File: config.mk
export PLATFORM = sky130hd
export DESIGN_NAME = lrc_loop_ctrl
export DESIGN_NICKNAME = d
export VERILOG_FILES = /design/src/rtl/lrc_pkg.sv /design/src/rtl/lrc_reorder_mem.sv /design/src/rtl/lrc_loop_ctrl.sv
export SDC_FILE = /design/constraint.sdc
export NUM_CORES = 1
export LEC_CHECK = 0
export BUFFER_PORTS_ARGS = -buffer_cell sky130_fd_sc_hd__clkbuf_2
export CAP_MARGIN = 20
export CORE_ASPECT_RATIO = 0.7
export CORE_MARGIN = 2
export CORE_UTILIZATION = 53
export DETAILED_ROUTE_END_ITERATION = 16
export HOLD_SLACK_MARGIN = 0.02
export PLACE_DENSITY = 0.74
export SYNTH_ARGS = -nofsm -noshare
export SYNTH_HDL_FRONTEND = slang
export SYNTH_SLANG_ARGS = --single-unit
File: constraint.sdc
create_clock -name clk_i -period 7.25 [get_ports clk_i]
set_input_delay 1.8125 -clock clk_i [delete_from_list [all_inputs] [get_ports clk_i]]
set_output_delay 1.8125 -clock clk_i [all_outputs]
set_load 0.03 [all_outputs]
File: src/rtl/lrc_pkg.sv
package lrc_pkg;
  // Reorder memory geometry
  localparam int              LRC_AW        = 3;
  localparam int              LRC_DEPTH     = 8;
  localparam logic [3:0]      LRC_DEPTH_CNT = 4'h8;
  // Defaults for data path
  localparam int              LRC_DW        = 32;
  localparam int              LRC_NOUT      = 2;
  localparam int              LRC_BODY_LAT  = 4;
  // Register byte offsets
  localparam logic [3:0]      LRC_ADDR_CTRL = 4'h0;
  localparam logic [3:0]      LRC_ADDR_STAT = 4'h4;
  localparam logic [3:0]      LRC_ADDR_DONE = 4'h8;
  // Control fields and reset values
  localparam int              LRC_CTRL_EN   = 0;
  localparam logic            LRC_EN_RST    = 1'b1;
  // Status field positions
  localparam int              LRC_STAT_OCC  = 0;
  localparam int              LRC_STAT_RD   = 8;
  localparam int              LRC_STAT_WR   = 16;
  localparam int              LRC_STAT_IDLE = 24;

  // Write index with its validity flag
  typedef struct packed {
    logic              vld;
    logic [LRC_AW-1:0] idx;
  } lrc_widx_t;

  // Wishbone classic request
  typedef struct packed {
    logic        cyc;
    logic        stb;
    logic        we;
    logic [3:0]  adr;
    logic [3:0]  sel;
    logic [31:0] dat;
  } lrc_wb_req_t;
endpackage

File: src/rtl/lrc_reorder_mem.sv
module lrc_reorder_mem #(
  parameter int DATA_W = lrc_pkg::LRC_DW
) (
  input  wire logic                    clk_i,
  input  wire logic                    rst_i,
  input  wire logic                    wr_i,
  input  wire lrc_pkg::lrc_widx_t      wr_addr_i,
  input  wire logic [DATA_W-1:0]       wr_data_i,
  input  wire logic                    rd_en_i,
  input  wire logic [lrc_pkg::LRC_AW-1:0] rd_addr_i,
  output      logic [DATA_W-1:0]       rd_data_o,
  output      logic                    rd_valid_o
);
  logic [DATA_W-1:0]           mem_q [lrc_pkg::LRC_DEPTH];
  logic [lrc_pkg::LRC_DEPTH-1:0] vld_q;
  wire                         wr_en = wr_i & wr_addr_i.vld;

  always_ff @(posedge clk_i)
  begin
    if (wr_en)
    begin
      mem_q[wr_addr_i.idx] <= wr_data_i;
    end
  end

  // Entry flags, set wins over clear
  for (genvar g = 0; g < lrc_pkg::LRC_DEPTH; g++)
  begin : g_ent
    wire set_w = wr_en & (wr_addr_i.idx == lrc_pkg::LRC_AW'(g));
    wire clr_w = rd_en_i & (rd_addr_i == lrc_pkg::LRC_AW'(g));
    always_ff @(posedge clk_i)
    begin
      if (rst_i)
        vld_q[g] <= 1'b0;
      else if (set_w)
        vld_q[g] <= 1'b1;
      else if (clr_w)
        vld_q[g] <= 1'b0;
    end
  end

  assign rd_data_o  = mem_q[rd_addr_i];
  assign rd_valid_o = vld_q[rd_addr_i];
endmodule

File: src/rtl/lrc_loop_ctrl.sv
// Summary of operation
// - Selector forwards loop operand when continue condition is 1, else initial operand.
// - Valid and ready are routed by the same condition as the data.
// - Initial operand is taken only for an item's first iteration.
// - No new slot while loop and unread results fill the memory.
// - Write index advances on every slot allocation.
// - Free slots are judged against the read index from the read counter.
// - Every write index carries a valid flag; memory writes need it set.
// - Initial-side ready is high only when a valid slot is available.
// - Write index and flag travel with their data item through the loop.
// - Read ready is high only when every output can accept data.
// - Read index increments on all-ready with valid memory data, else holds.
// - One reorder memory per loop output.
// - Reorder memory depth is at least the body latency.
// - Memory stores only on write request with a valid address.
// - Memory is read only when all outputs are ready.
// - Memory output carries a valid indication with its data.
// - Each input has producer valid and device ready companions.
// - Each result output has device valid and consumer ready.
// - Read counter supplies next read index, wrapping with memory size.
// - Result outputs hold steady while the consumer is not ready.
//
// The Wishbone interface to the registers and the placing of the registers were left to the implementer.
module lrc_loop_ctrl #(
  parameter int DATA_W   = lrc_pkg::LRC_DW,
  parameter int N_OUT    = lrc_pkg::LRC_NOUT,
  parameter int BODY_LAT = lrc_pkg::LRC_BODY_LAT
) (
  input  wire logic                          clk_i,
  input  wire logic                          rst_i,
  input  wire lrc_pkg::lrc_wb_req_t          wb_i,
  output      logic                          wb_ack_o,
  output      logic [31:0]                   wb_dat_o,
  input  wire logic [DATA_W-1:0]             init_data_i,
  input  wire logic                          init_valid_i,
  output      logic                          init_ready_o,
  input  wire logic [DATA_W-1:0]             loop_data_i,
  input  wire logic                          loop_valid_i,
  output      logic                          loop_ready_o,
  input  wire logic                          loop_cond_i,
  input  wire lrc_pkg::lrc_widx_t            loop_widx_i,
  input  wire logic [N_OUT-1:0][DATA_W-1:0]  loop_res_i,
  output      logic [DATA_W-1:0]             body_data_o,
  output      logic                          body_valid_o,
  input  wire logic                          body_ready_i,
  output      lrc_pkg::lrc_widx_t            body_widx_o,
  output      logic [N_OUT-1:0][DATA_W-1:0]  res_data_o,
  output      logic [N_OUT-1:0]              res_valid_o,
  input  wire logic [N_OUT-1:0]              res_ready_i
);
  localparam int AW = lrc_pkg::LRC_AW;

  // Depth check at elaboration
  if (BODY_LAT > lrc_pkg::LRC_DEPTH)
  begin : g_depth_chk
    $error("reorder memory shallower than body latency");
  end

  logic [AW:0]             wr_ptr_q;
  logic [AW:0]             rd_ptr_q;
  logic                    en_q;
  logic [31:0]             done_q;
  logic                    skid_vld_q;
  logic [DATA_W-1:0]       skid_data_q;
  lrc_pkg::lrc_widx_t      skid_widx_q;
  logic                    body_vld_q;
  logic [DATA_W-1:0]       body_data_q;
  lrc_pkg::lrc_widx_t      body_widx_q;
  logic [N_OUT-1:0][DATA_W-1:0] res_data_q;
  logic [N_OUT-1:0]        res_vld_q;
  logic                    ack_q;
  logic [31:0]             dat_q;
  logic [N_OUT-1:0][DATA_W-1:0] mem_data;
  logic [N_OUT-1:0]        mem_vld;

  // Entry selector
  wire use_loop = loop_valid_i & loop_cond_i;
  wire stage_rdy = ~skid_vld_q;
  wire [AW:0] occ = wr_ptr_q - rd_ptr_q;
  wire alloc_ok = en_q & (occ < lrc_pkg::LRC_DEPTH_CNT);
  wire init_take = init_valid_i & init_ready_o;
  wire loop_take = loop_valid_i & loop_ready_o;
  wire [DATA_W-1:0] sel_data = use_loop ? loop_data_i : init_data_i;
  wire sel_valid = use_loop ? loop_take : init_take;
  wire lrc_pkg::lrc_widx_t new_widx = '{vld: 1'b1, idx: wr_ptr_q[AW-1:0]};
  wire lrc_pkg::lrc_widx_t sel_widx = use_loop ? loop_widx_i : new_widx;

  assign init_ready_o = stage_rdy & alloc_ok & ~use_loop;
  assign loop_ready_o = stage_rdy;

  // Exit into reorder memory
  wire mem_wr = loop_take & ~loop_cond_i;
  wire body_free = ~body_vld_q | body_ready_i;

  // Read side
  wire [N_OUT-1:0] out_free = ~res_vld_q | res_ready_i;
  wire all_rdy = &out_free;
  wire mem_ok = &mem_vld;
  wire pop = all_rdy & mem_ok;

  // Register bus decode
  wire wb_req = wb_i.cyc & wb_i.stb;
  wire hit_ctrl = wb_i.adr == lrc_pkg::LRC_ADDR_CTRL;
  wire hit_stat = wb_i.adr == lrc_pkg::LRC_ADDR_STAT;
  wire hit_done = wb_i.adr == lrc_pkg::LRC_ADDR_DONE;
  wire wr_ctrl = wb_req & ack_q & wb_i.we & hit_ctrl & wb_i.sel[0];
  wire loop_idle = (occ == '0) & ~body_vld_q & ~skid_vld_q;
  wire [31:0] stat_w = (32'(occ) << lrc_pkg::LRC_STAT_OCC)
                     | (32'(rd_ptr_q) << lrc_pkg::LRC_STAT_RD)
                     | (32'(wr_ptr_q) << lrc_pkg::LRC_STAT_WR)
                     | (32'(loop_idle) << lrc_pkg::LRC_STAT_IDLE);
  wire [31:0] rd_mux = hit_ctrl ? {31'h0, en_q} :
                       hit_stat ? stat_w :
                       hit_done ? done_q : 32'h0;

  // Write index allocator
  always_ff @(posedge clk_i)
  begin
    if (rst_i)
      wr_ptr_q <= '0;
    else if (init_take)
      wr_ptr_q <= wr_ptr_q + (AW+1)'(1);
  end

  // Read index counter
  always_ff @(posedge clk_i)
  begin
    if (rst_i)
      rd_ptr_q <= '0;
    else if (pop)
      rd_ptr_q <= rd_ptr_q + (AW+1)'(1);
  end

  // Skid entry toward body
  always_ff @(posedge clk_i)
  begin
    if (rst_i)
      skid_vld_q <= 1'b0;
    else if (skid_vld_q & body_ready_i)
      skid_vld_q <= 1'b0;
    else if ((sel_valid & use_loop | init_take) & ~body_free)
      skid_vld_q <= 1'b1;
  end

  always_ff @(posedge clk_i)
  begin
    if ((sel_valid & use_loop | init_take) & stage_rdy & ~body_free)
    begin
      skid_data_q <= sel_data;
      skid_widx_q <= sel_widx;
    end
  end

  // Output register toward body
  wire push = (use_loop & loop_take) | init_take;
  always_ff @(posedge clk_i)
  begin
    if (rst_i)
      body_vld_q <= 1'b0;
    else if (body_free)
      body_vld_q <= skid_vld_q | push;
  end

  always_ff @(posedge clk_i)
  begin
    if (rst_i)
      body_widx_q <= '0;
    else if (body_free & skid_vld_q)
      body_widx_q <= skid_widx_q;
    else if (body_free & push)
      body_widx_q <= sel_widx;
  end

  always_ff @(posedge clk_i)
  begin
    if (rst_i)
      body_data_q <= '0;
    else if (body_free & skid_vld_q)
      body_data_q <= skid_data_q;
    else if (body_free & push)
      body_data_q <= sel_data;
  end

  // One reorder memory and result register per output
  for (genvar o = 0; o < N_OUT; o++)
  begin : g_out
    lrc_reorder_mem #(
      .DATA_W (DATA_W)
    ) u_mem (
      .clk_i      (clk_i),
      .rst_i      (rst_i),
      .wr_i       (mem_wr),
      .wr_addr_i  (loop_widx_i),
      .wr_data_i  (loop_res_i[o]),
      .rd_en_i    (pop),
      .rd_addr_i  (rd_ptr_q[AW-1:0]),
      .rd_data_o  (mem_data[o]),
      .rd_valid_o (mem_vld[o])
    );

    always_ff @(posedge clk_i)
    begin
      if (rst_i)
        res_vld_q[o] <= 1'b0;
      else if (pop)
        res_vld_q[o] <= 1'b1;
      else if (res_ready_i[o])
        res_vld_q[o] <= 1'b0;
    end

    always_ff @(posedge clk_i)
    begin
      if (rst_i)
        res_data_q[o] <= '0;
      else if (pop)
        res_data_q[o] <= mem_data[o];
    end
  end

  // Register file
  always_ff @(posedge clk_i)
  begin
    if (rst_i)
      en_q <= lrc_pkg::LRC_EN_RST;
    else if (wr_ctrl)
      en_q <= wb_i.dat[lrc_pkg::LRC_CTRL_EN];
  end

  always_ff @(posedge clk_i)
  begin
    if (rst_i)
      done_q <= 32'h0;
    else if (pop)
      done_q <= done_q + 32'h1;
  end

  always_ff @(posedge clk_i)
  begin
    if (rst_i)
    begin
      ack_q <= 1'b0;
      dat_q <= 32'h0;
    end
    else
    begin
      ack_q <= wb_req & ~ack_q;
      dat_q <= (wb_req & ~ack_q & ~wb_i.we) ? rd_mux : 32'h0;
    end
  end

  assign wb_ack_o     = ack_q;
  assign wb_dat_o     = dat_q;
  assign body_data_o  = body_data_q;
  assign body_valid_o = body_vld_q;
  assign body_widx_o  = body_widx_q;
  assign res_data_o   = res_data_q;
  assign res_valid_o  = res_vld_q;
endmodule

# Word-level counts from Yosys, hierarchy flattened
# Memories as Yosys holds them, arrays and structs flattened. A register that Yosys moved wholly into a read port is not among the register bits.
# Cells that the tools add are included.
# W data, S select, Z words.
# totals
reg_bits	158
ramBits	512
inputBits	183
out_inout_bits	138
wordCells	161
mem_count	2
# op_classes
add_sub_neg	4
order_cmp	2
eq_ne	16
n_mux	34
bitwise	59
n_reduce_logical	19
# memory_table
memory	words	word_bits	read_ports	rd_clocked_by_memory_dff	write_ports	line_no	rtl
g_out[0].u_mem.mem_q	8	32	1	1	1	lrc_reorder_mem.sv:14	logic [DATA_W-1:0] mem_q [lrc_pkg::LRC_DEPTH];
g_out[1].u_mem.mem_q	8	32	1	1	1	lrc_reorder_mem.sv:14	
# op_table
cell	n
$mux W32	5
$and A1 B1 Y1	42
$add A32 B1 Y32 const B	1
$mux W1	25
$or A20 B25 Y25	1
$eq A3 B3 Y1 const B	8
$reduce_bool A2 Y1	11
$or A12 B20 Y20	1
$eq A3 B2 Y1 const B	4
$mux W4	3
$or A4 B12 Y12	1
$add A4 B1 Y4 const B	2
$logic_not A4 Y1	2
$not A1 Y1	8
$eq A3 B1 Y1 const B	2
$logic_not A3 Y1	2
$eq A4 B3 Y1 const B	1
$eq A4 B4 Y1 const B	1
$lt A3 B4 Y1 const B	1
$lt A4 B4 Y1 const B	1
$or A1 B1 Y1	4
$reduce_or A2 Y1	2
$sub A4 B4 Y4	1
$bmux W1 S3	1
other kinds (4)	4

# Logic depth before layout (Yosys ltp)
# depth
depth_word	11
ltp_mapped	10
mapped_depth_nobuf	9

# Cells and area by module
# From an unflattened synthesis, not the netlist that was laid out.
# unflattened
hier_cells	1989
hier_area_um2	29134.2
# by_module_without_submodules
mod	n_inst	cells_each	area_per_inst_um2	seq_area_each_um2
lrc_reorder_mem	2	553	10233.6	7847.5
lrc_loop_ctrl	1	883	8667.1	4644.5

# Worst setup path after synthesis
# Ideal clock, no wire load.
# synth_timing
path_type	input port to flip-flop
startpoint	in loop_widx_i[3] (netlist bit)
endpoint	reg g_out[0].u_mem.vld_q[4] (netlist bit)
setup_time_ns	0.077
arrival_ns	7.204
required_time_ns	7.173
setup_slack_ns	-0.031
stages	5
path_buffers	0
path_cell_list	nand2_1 > nor3_1 > nand2_1 > nor3_1 > o21ba_2
# synth_via
elab_chain_cells	3
word_cells_on_any_way	4
cone_classes	1 x mux; 2 x bitwise; 1 x reduce/logical
# synth_rtl
element	line_no	rtl
start, declared	lrc_loop_ctrl.sv:41	input wire lrc_pkg::lrc_widx_t loop_widx_i,
$and A1 B1 Y1 (*)	lrc_reorder_mem.sv:16	wire wr_en = wr_i & wr_addr_i.vld;
$and A1 B1 Y1 (*)	lrc_reorder_mem.sv:29	wire set_w = wr_en & (wr_addr_i.idx == lrc_pkg::LRC_AW'(g));
$mux W1 / $reduce_bool A2 Y1 (equally long branches)	--	
end signal, assigned by index	lrc_reorder_mem.sv:34	vld_q[g] <= 1'b0;
end signal, assigned by index	lrc_reorder_mem.sv:36	vld_q[g] <= 1'b1;
end signal, assigned by index	lrc_reorder_mem.sv:38	vld_q[g] <= 1'b0;
end, declared	lrc_reorder_mem.sv:15	logic [lrc_pkg::LRC_DEPTH-1:0] vld_q;
# Every way passes the cells marked *; elsewhere a longest branch is shown, timed or not.
# A chain may end at the register's enable or synchronous reset.

# Worst setup path in the final report
# layout_timing
startpoint	reg rd_ptr_q[1]
endpoint	out init_ready_o
# layout_via
elab_chain_cells	5
# layout_rtl
element	line_no	rtl
start, declared	lrc_loop_ctrl.sv:60	logic [AW:0] rd_ptr_q;
start signal, assigned	lrc_loop_ctrl.sv:131	rd_ptr_q <= rd_ptr_q + (AW+1)'(1);
$sub A4 B4 Y4	lrc_loop_ctrl.sv:79	wire [AW:0] occ = wr_ptr_q - rd_ptr_q;
$lt A4 B4 Y1	lrc_loop_ctrl.sv:80	wire alloc_ok = en_q & (occ < lrc_pkg::LRC_DEPTH_CNT);
$and A1 B1 Y1	lrc_loop_ctrl.sv:80	
$and A1 B1 Y1 (2 in series)	lrc_loop_ctrl.sv:88	assign init_ready_o = stage_rdy & alloc_ok & ~use_loop;
end, declared	lrc_loop_ctrl.sv:36	output logic init_ready_o,
# Every way passes these cells.

==> flow_summary_export.csv <==
group,metric,value,unit
grt,globalRoute.busiestLayer,"met2",
clock_network,clock-sinks,734,
die,boundaryPins,321,
synthesis,yosys.area.top_type_share,57.2,%
synthesis,synth-xor-area-share,0.426,%
grt,wire_length_of_the_first_global_routing_pass,91600,µm
grt,grt_overflow,0,
synthesis,synth-warning-count,0,
timing,fin_hold_ws,0.478,ns
status,outcome,"finished, final reports clean",
finish,drive_gt1_share,35.1,%
clock_network,insertion_delay,0.60,ns
timing,highest_clock_rate,202,MHz
synthesis,synth_top_cells_by_area,"edfxtp_1, dfxtp_1, mux4_2",
setup_path,timing.critical_path.arrival,3.13,ns
synthesis,synth_edf_count,548,
timing,timing.final.crit_share,68.2,%
synthesis,synth.lib_cells_used.distinct,54,
synthesis,predominant_post_synthesis_flop_cell,"edfxtp_1",
die,die_height,199,µm
synthesis,synth-adder-area-share,0.548,%
die,fp.dieArea,56200,µm²
placement,routabilityCongestion,0.749,
synthesis,average_size_of_a_mapped_cell,16.9,µm²
die,core_region_area,53700,µm²
synthesis,synthCells,1704,
clock_network,cts-hold-fix-buffers,0,
route,detail_route.wl_per_cell,21.7,µm
synthesis,most_frequent_cell_after_synthesis,"edfxtp_1",
clock_network,clk_pin_slew_worst_paths,0.06,ns
setup_path,critical_path_class,"reg2out",
timing,finalHoldViolCount,0,
timing,finalSetupTns,0,ns
grt,grtUsageMet3,4.77,%
route,ant_nets,0,
synthesis,synth_common_cells,"edfxtp_1, dfxtp_1, nor2_1",
synthesis,netlist_area,28800,µm²
power_and_ir_drop,leakage,11.6,nW
route,totalWireLength,60500,µm
grt,grt.met1_usage,30.6,%
power_and_ir_drop,vdd.ir_drop.worst,171,µV
clock_network,cts_setup_buffers,0,
route,drt_iter0_drc,1188,
grt,grt_antenna_before_repair,6,
synthesis,synth-compound-area-share,4.77,%
setup_path,crit_path_cell_trace,"inv_4, ha_1, nor2b_1, o21a_1, or3_1, a21oi_1, clkbuf_2",
clock_network,cts_resized,0,
timing,max_slew_margin,29.3,%
route,detail_route.vias_per_cell,5.66,
timing,finClkSkew,0.0225,ns
timing,rsz_0062_raised_after_global_routing,"no",
synthesis,sequential_area_share_after_synthesis,70.2,%
worst_hold_path,origin_of_the_worst_min_delay_path,"wb_ack_o",
grt,grt_start_max_net_pins,102,
synthesis,synth_async_sr_flop_share,0,%
die,std_cell_rows,71,
power_and_ir_drop,pwr_density_cell,262,nW/µm²
timing,worstMarginPinSlew,1.05,ns
synthesis,muxShareOfSynthArea,15.6,%
synthesis,yosys_register_bits,734,
clock_network,clock_tree_from_tritoncts,"built",
timing,final-max-slew-violation-count,0,
setup_path,worstPathMaxFanout,30,
placement,portBuffers,286,
run,max_capacitance_violation_count,0,
clock_network,cts_htree_levels,3,
route,routed-via-count,15800,
clock_network,cts_buffers,69,
route,detail_route.drc_violations,0,
setup_path,critPathCaptureType,"output port",
setup_path,crit_path_start_kind,"flip-flop",
synthesis,yosys.area.top_type,"edfxtp_1",
setup_path,crit-reg2reg-launch,"rd_ptr_q[1]",
grt,vias_in_the_first_global_route,15800,
setup_path,worst_ep_required_time,5.44,ns
die,initial_utilization,53.6,%
setup_path,worst_setup_path_startpoint,"rd_ptr_q[1]",
timing,final.min_clock_period,4.95,ns
finish,area_growth,16.0,%
die,die-width,282,µm
synthesis,synth_top_family_by_area,"multiplexers",
grt,grt_util_met2,34.5,%
setup_path,timing.critical_path.max_delay_family,"buffers and inverters",
clock_network,cts-root-to-sink-buffers,3,
setup_path,cp.buffers_inverters,2,
setup_path,critPathMaxStageDelay,0.53,ns
worst_hold_path,worst_hold_path_type,"reg2reg",
placement,place_hpwl,34900,µm
timing,setup_viol_count_final,0,
synthesis,simple_gate_share_of_the_synthesized_area,6.64,%
power_and_ir_drop,finalPower,0.00874,W
setup_path,crit_path_top_delay_cell,"inv_4",
synthesis,nets_in_the_synthesized_netlist,1899,
grt,grt_usage,21.7,%
finish,final_nets,2187,
route,dr.pass1.iters,5,
clock_network,clk_root_buffer_cell,"clkbuf_16",
[final cells by class]
cell class                 count  area [µm²]
clock inverter                39         445
inverter                      18        70.1
clock buffer                  87        1930
fill                        3932       20300
multi-input combinational    852        8130
tap                          730         913
sequential                   734       20200
antenna                        5        12.5
timing repair buffer         317        1680
[layer usage]
layer | wire length [µm] | up-vias | share of wire, %
met5 | 24 | - | 0.040
met2 | 29200 | 428 | 48
li1 | - | 7182 | -
met1 | 26300 | 8034 | 43
met4 | 1220 | 4 | 2.0
met3 | 3760 | 106 | 6.2
[cell families (layout without fill, tap and decap cells)]
family | after synthesis | after routing
adder cells (fa/ha/maj) | 12 | 12
AND/OR/NAND/NOR | 397 | 397
XOR/XNOR | 14 | 14
flip-flops | 734 | 734
AO/OA/AOI/OAI | 154 | 154
other | 0 | 5
multiplexers | 275 | 275
buffers and inverters | 118 | 461
[registers in the layout, summed over array words and instances (netlist names), 2 cells and up]
| signal | count |
|---|---|
| body_data_o | 32 |
| body_widx_o | 4 |
| done_q | 32 |
| g_out.u_mem.mem_q | 512 |
| g_out.u_mem.vld_q | 8 |
| rd_ptr_q | 4 |
| res_data_o | 64 |
| res_valid_o | 2 |
| skid_data_q | 32 |
| skid_widx_q | 4 |
| wb_dat_o | 32 |
| wr_ptr_q | 4 |
[where the power goes]
group          total, W  internal (W)  switching [W]
Clock           0.00375       0.00222        0.00153
Combinational  0.000398      0.000147       0.000251
Sequential      0.00460       0.00457      0.0000258
Total           0.00874       0.00694        0.00180
[layout by cell type (no fill, tap or decap), types with 40 or more instances in the layout]
master     Yosys  final
clkbuf_2       1    285
nor3_1        49     47
mux2i_1       67     67
nor2b_1       40     40
clkbuf_16      0     73
mux4_2       130    130
nor2_1       180    176
edfxtp_1     548    548
a211oi_2      60     60
mux2_2        77     77
dfxtp_1      186    184
[per-stage QoR]
stage	util (%)	area, µm²	worst slack, ns	instances
after detailed placement	57.7	31000	2.57	2650
after CTS	62.1	33300	2.23	2776
after global placement	57.7	31000	2.54	2650
final	62.2	33400	2.30	2782
after global routing	62.2	33400	2.10	2780
after floorplan	-	28800	1.49	1704
[path summary, 6_finish.rpt]
check | endpoint | slack, ns | cells past startpoint
max | init_ready_o | 2.30 | 7
min reg2reg | wb_ack_o | 0.48 | 1
min | wb_ack_o | 0.48 | 1
max reg2reg | skid_data_q[28] | 3.38 | 8
Power figures use the tool's default switching activity.
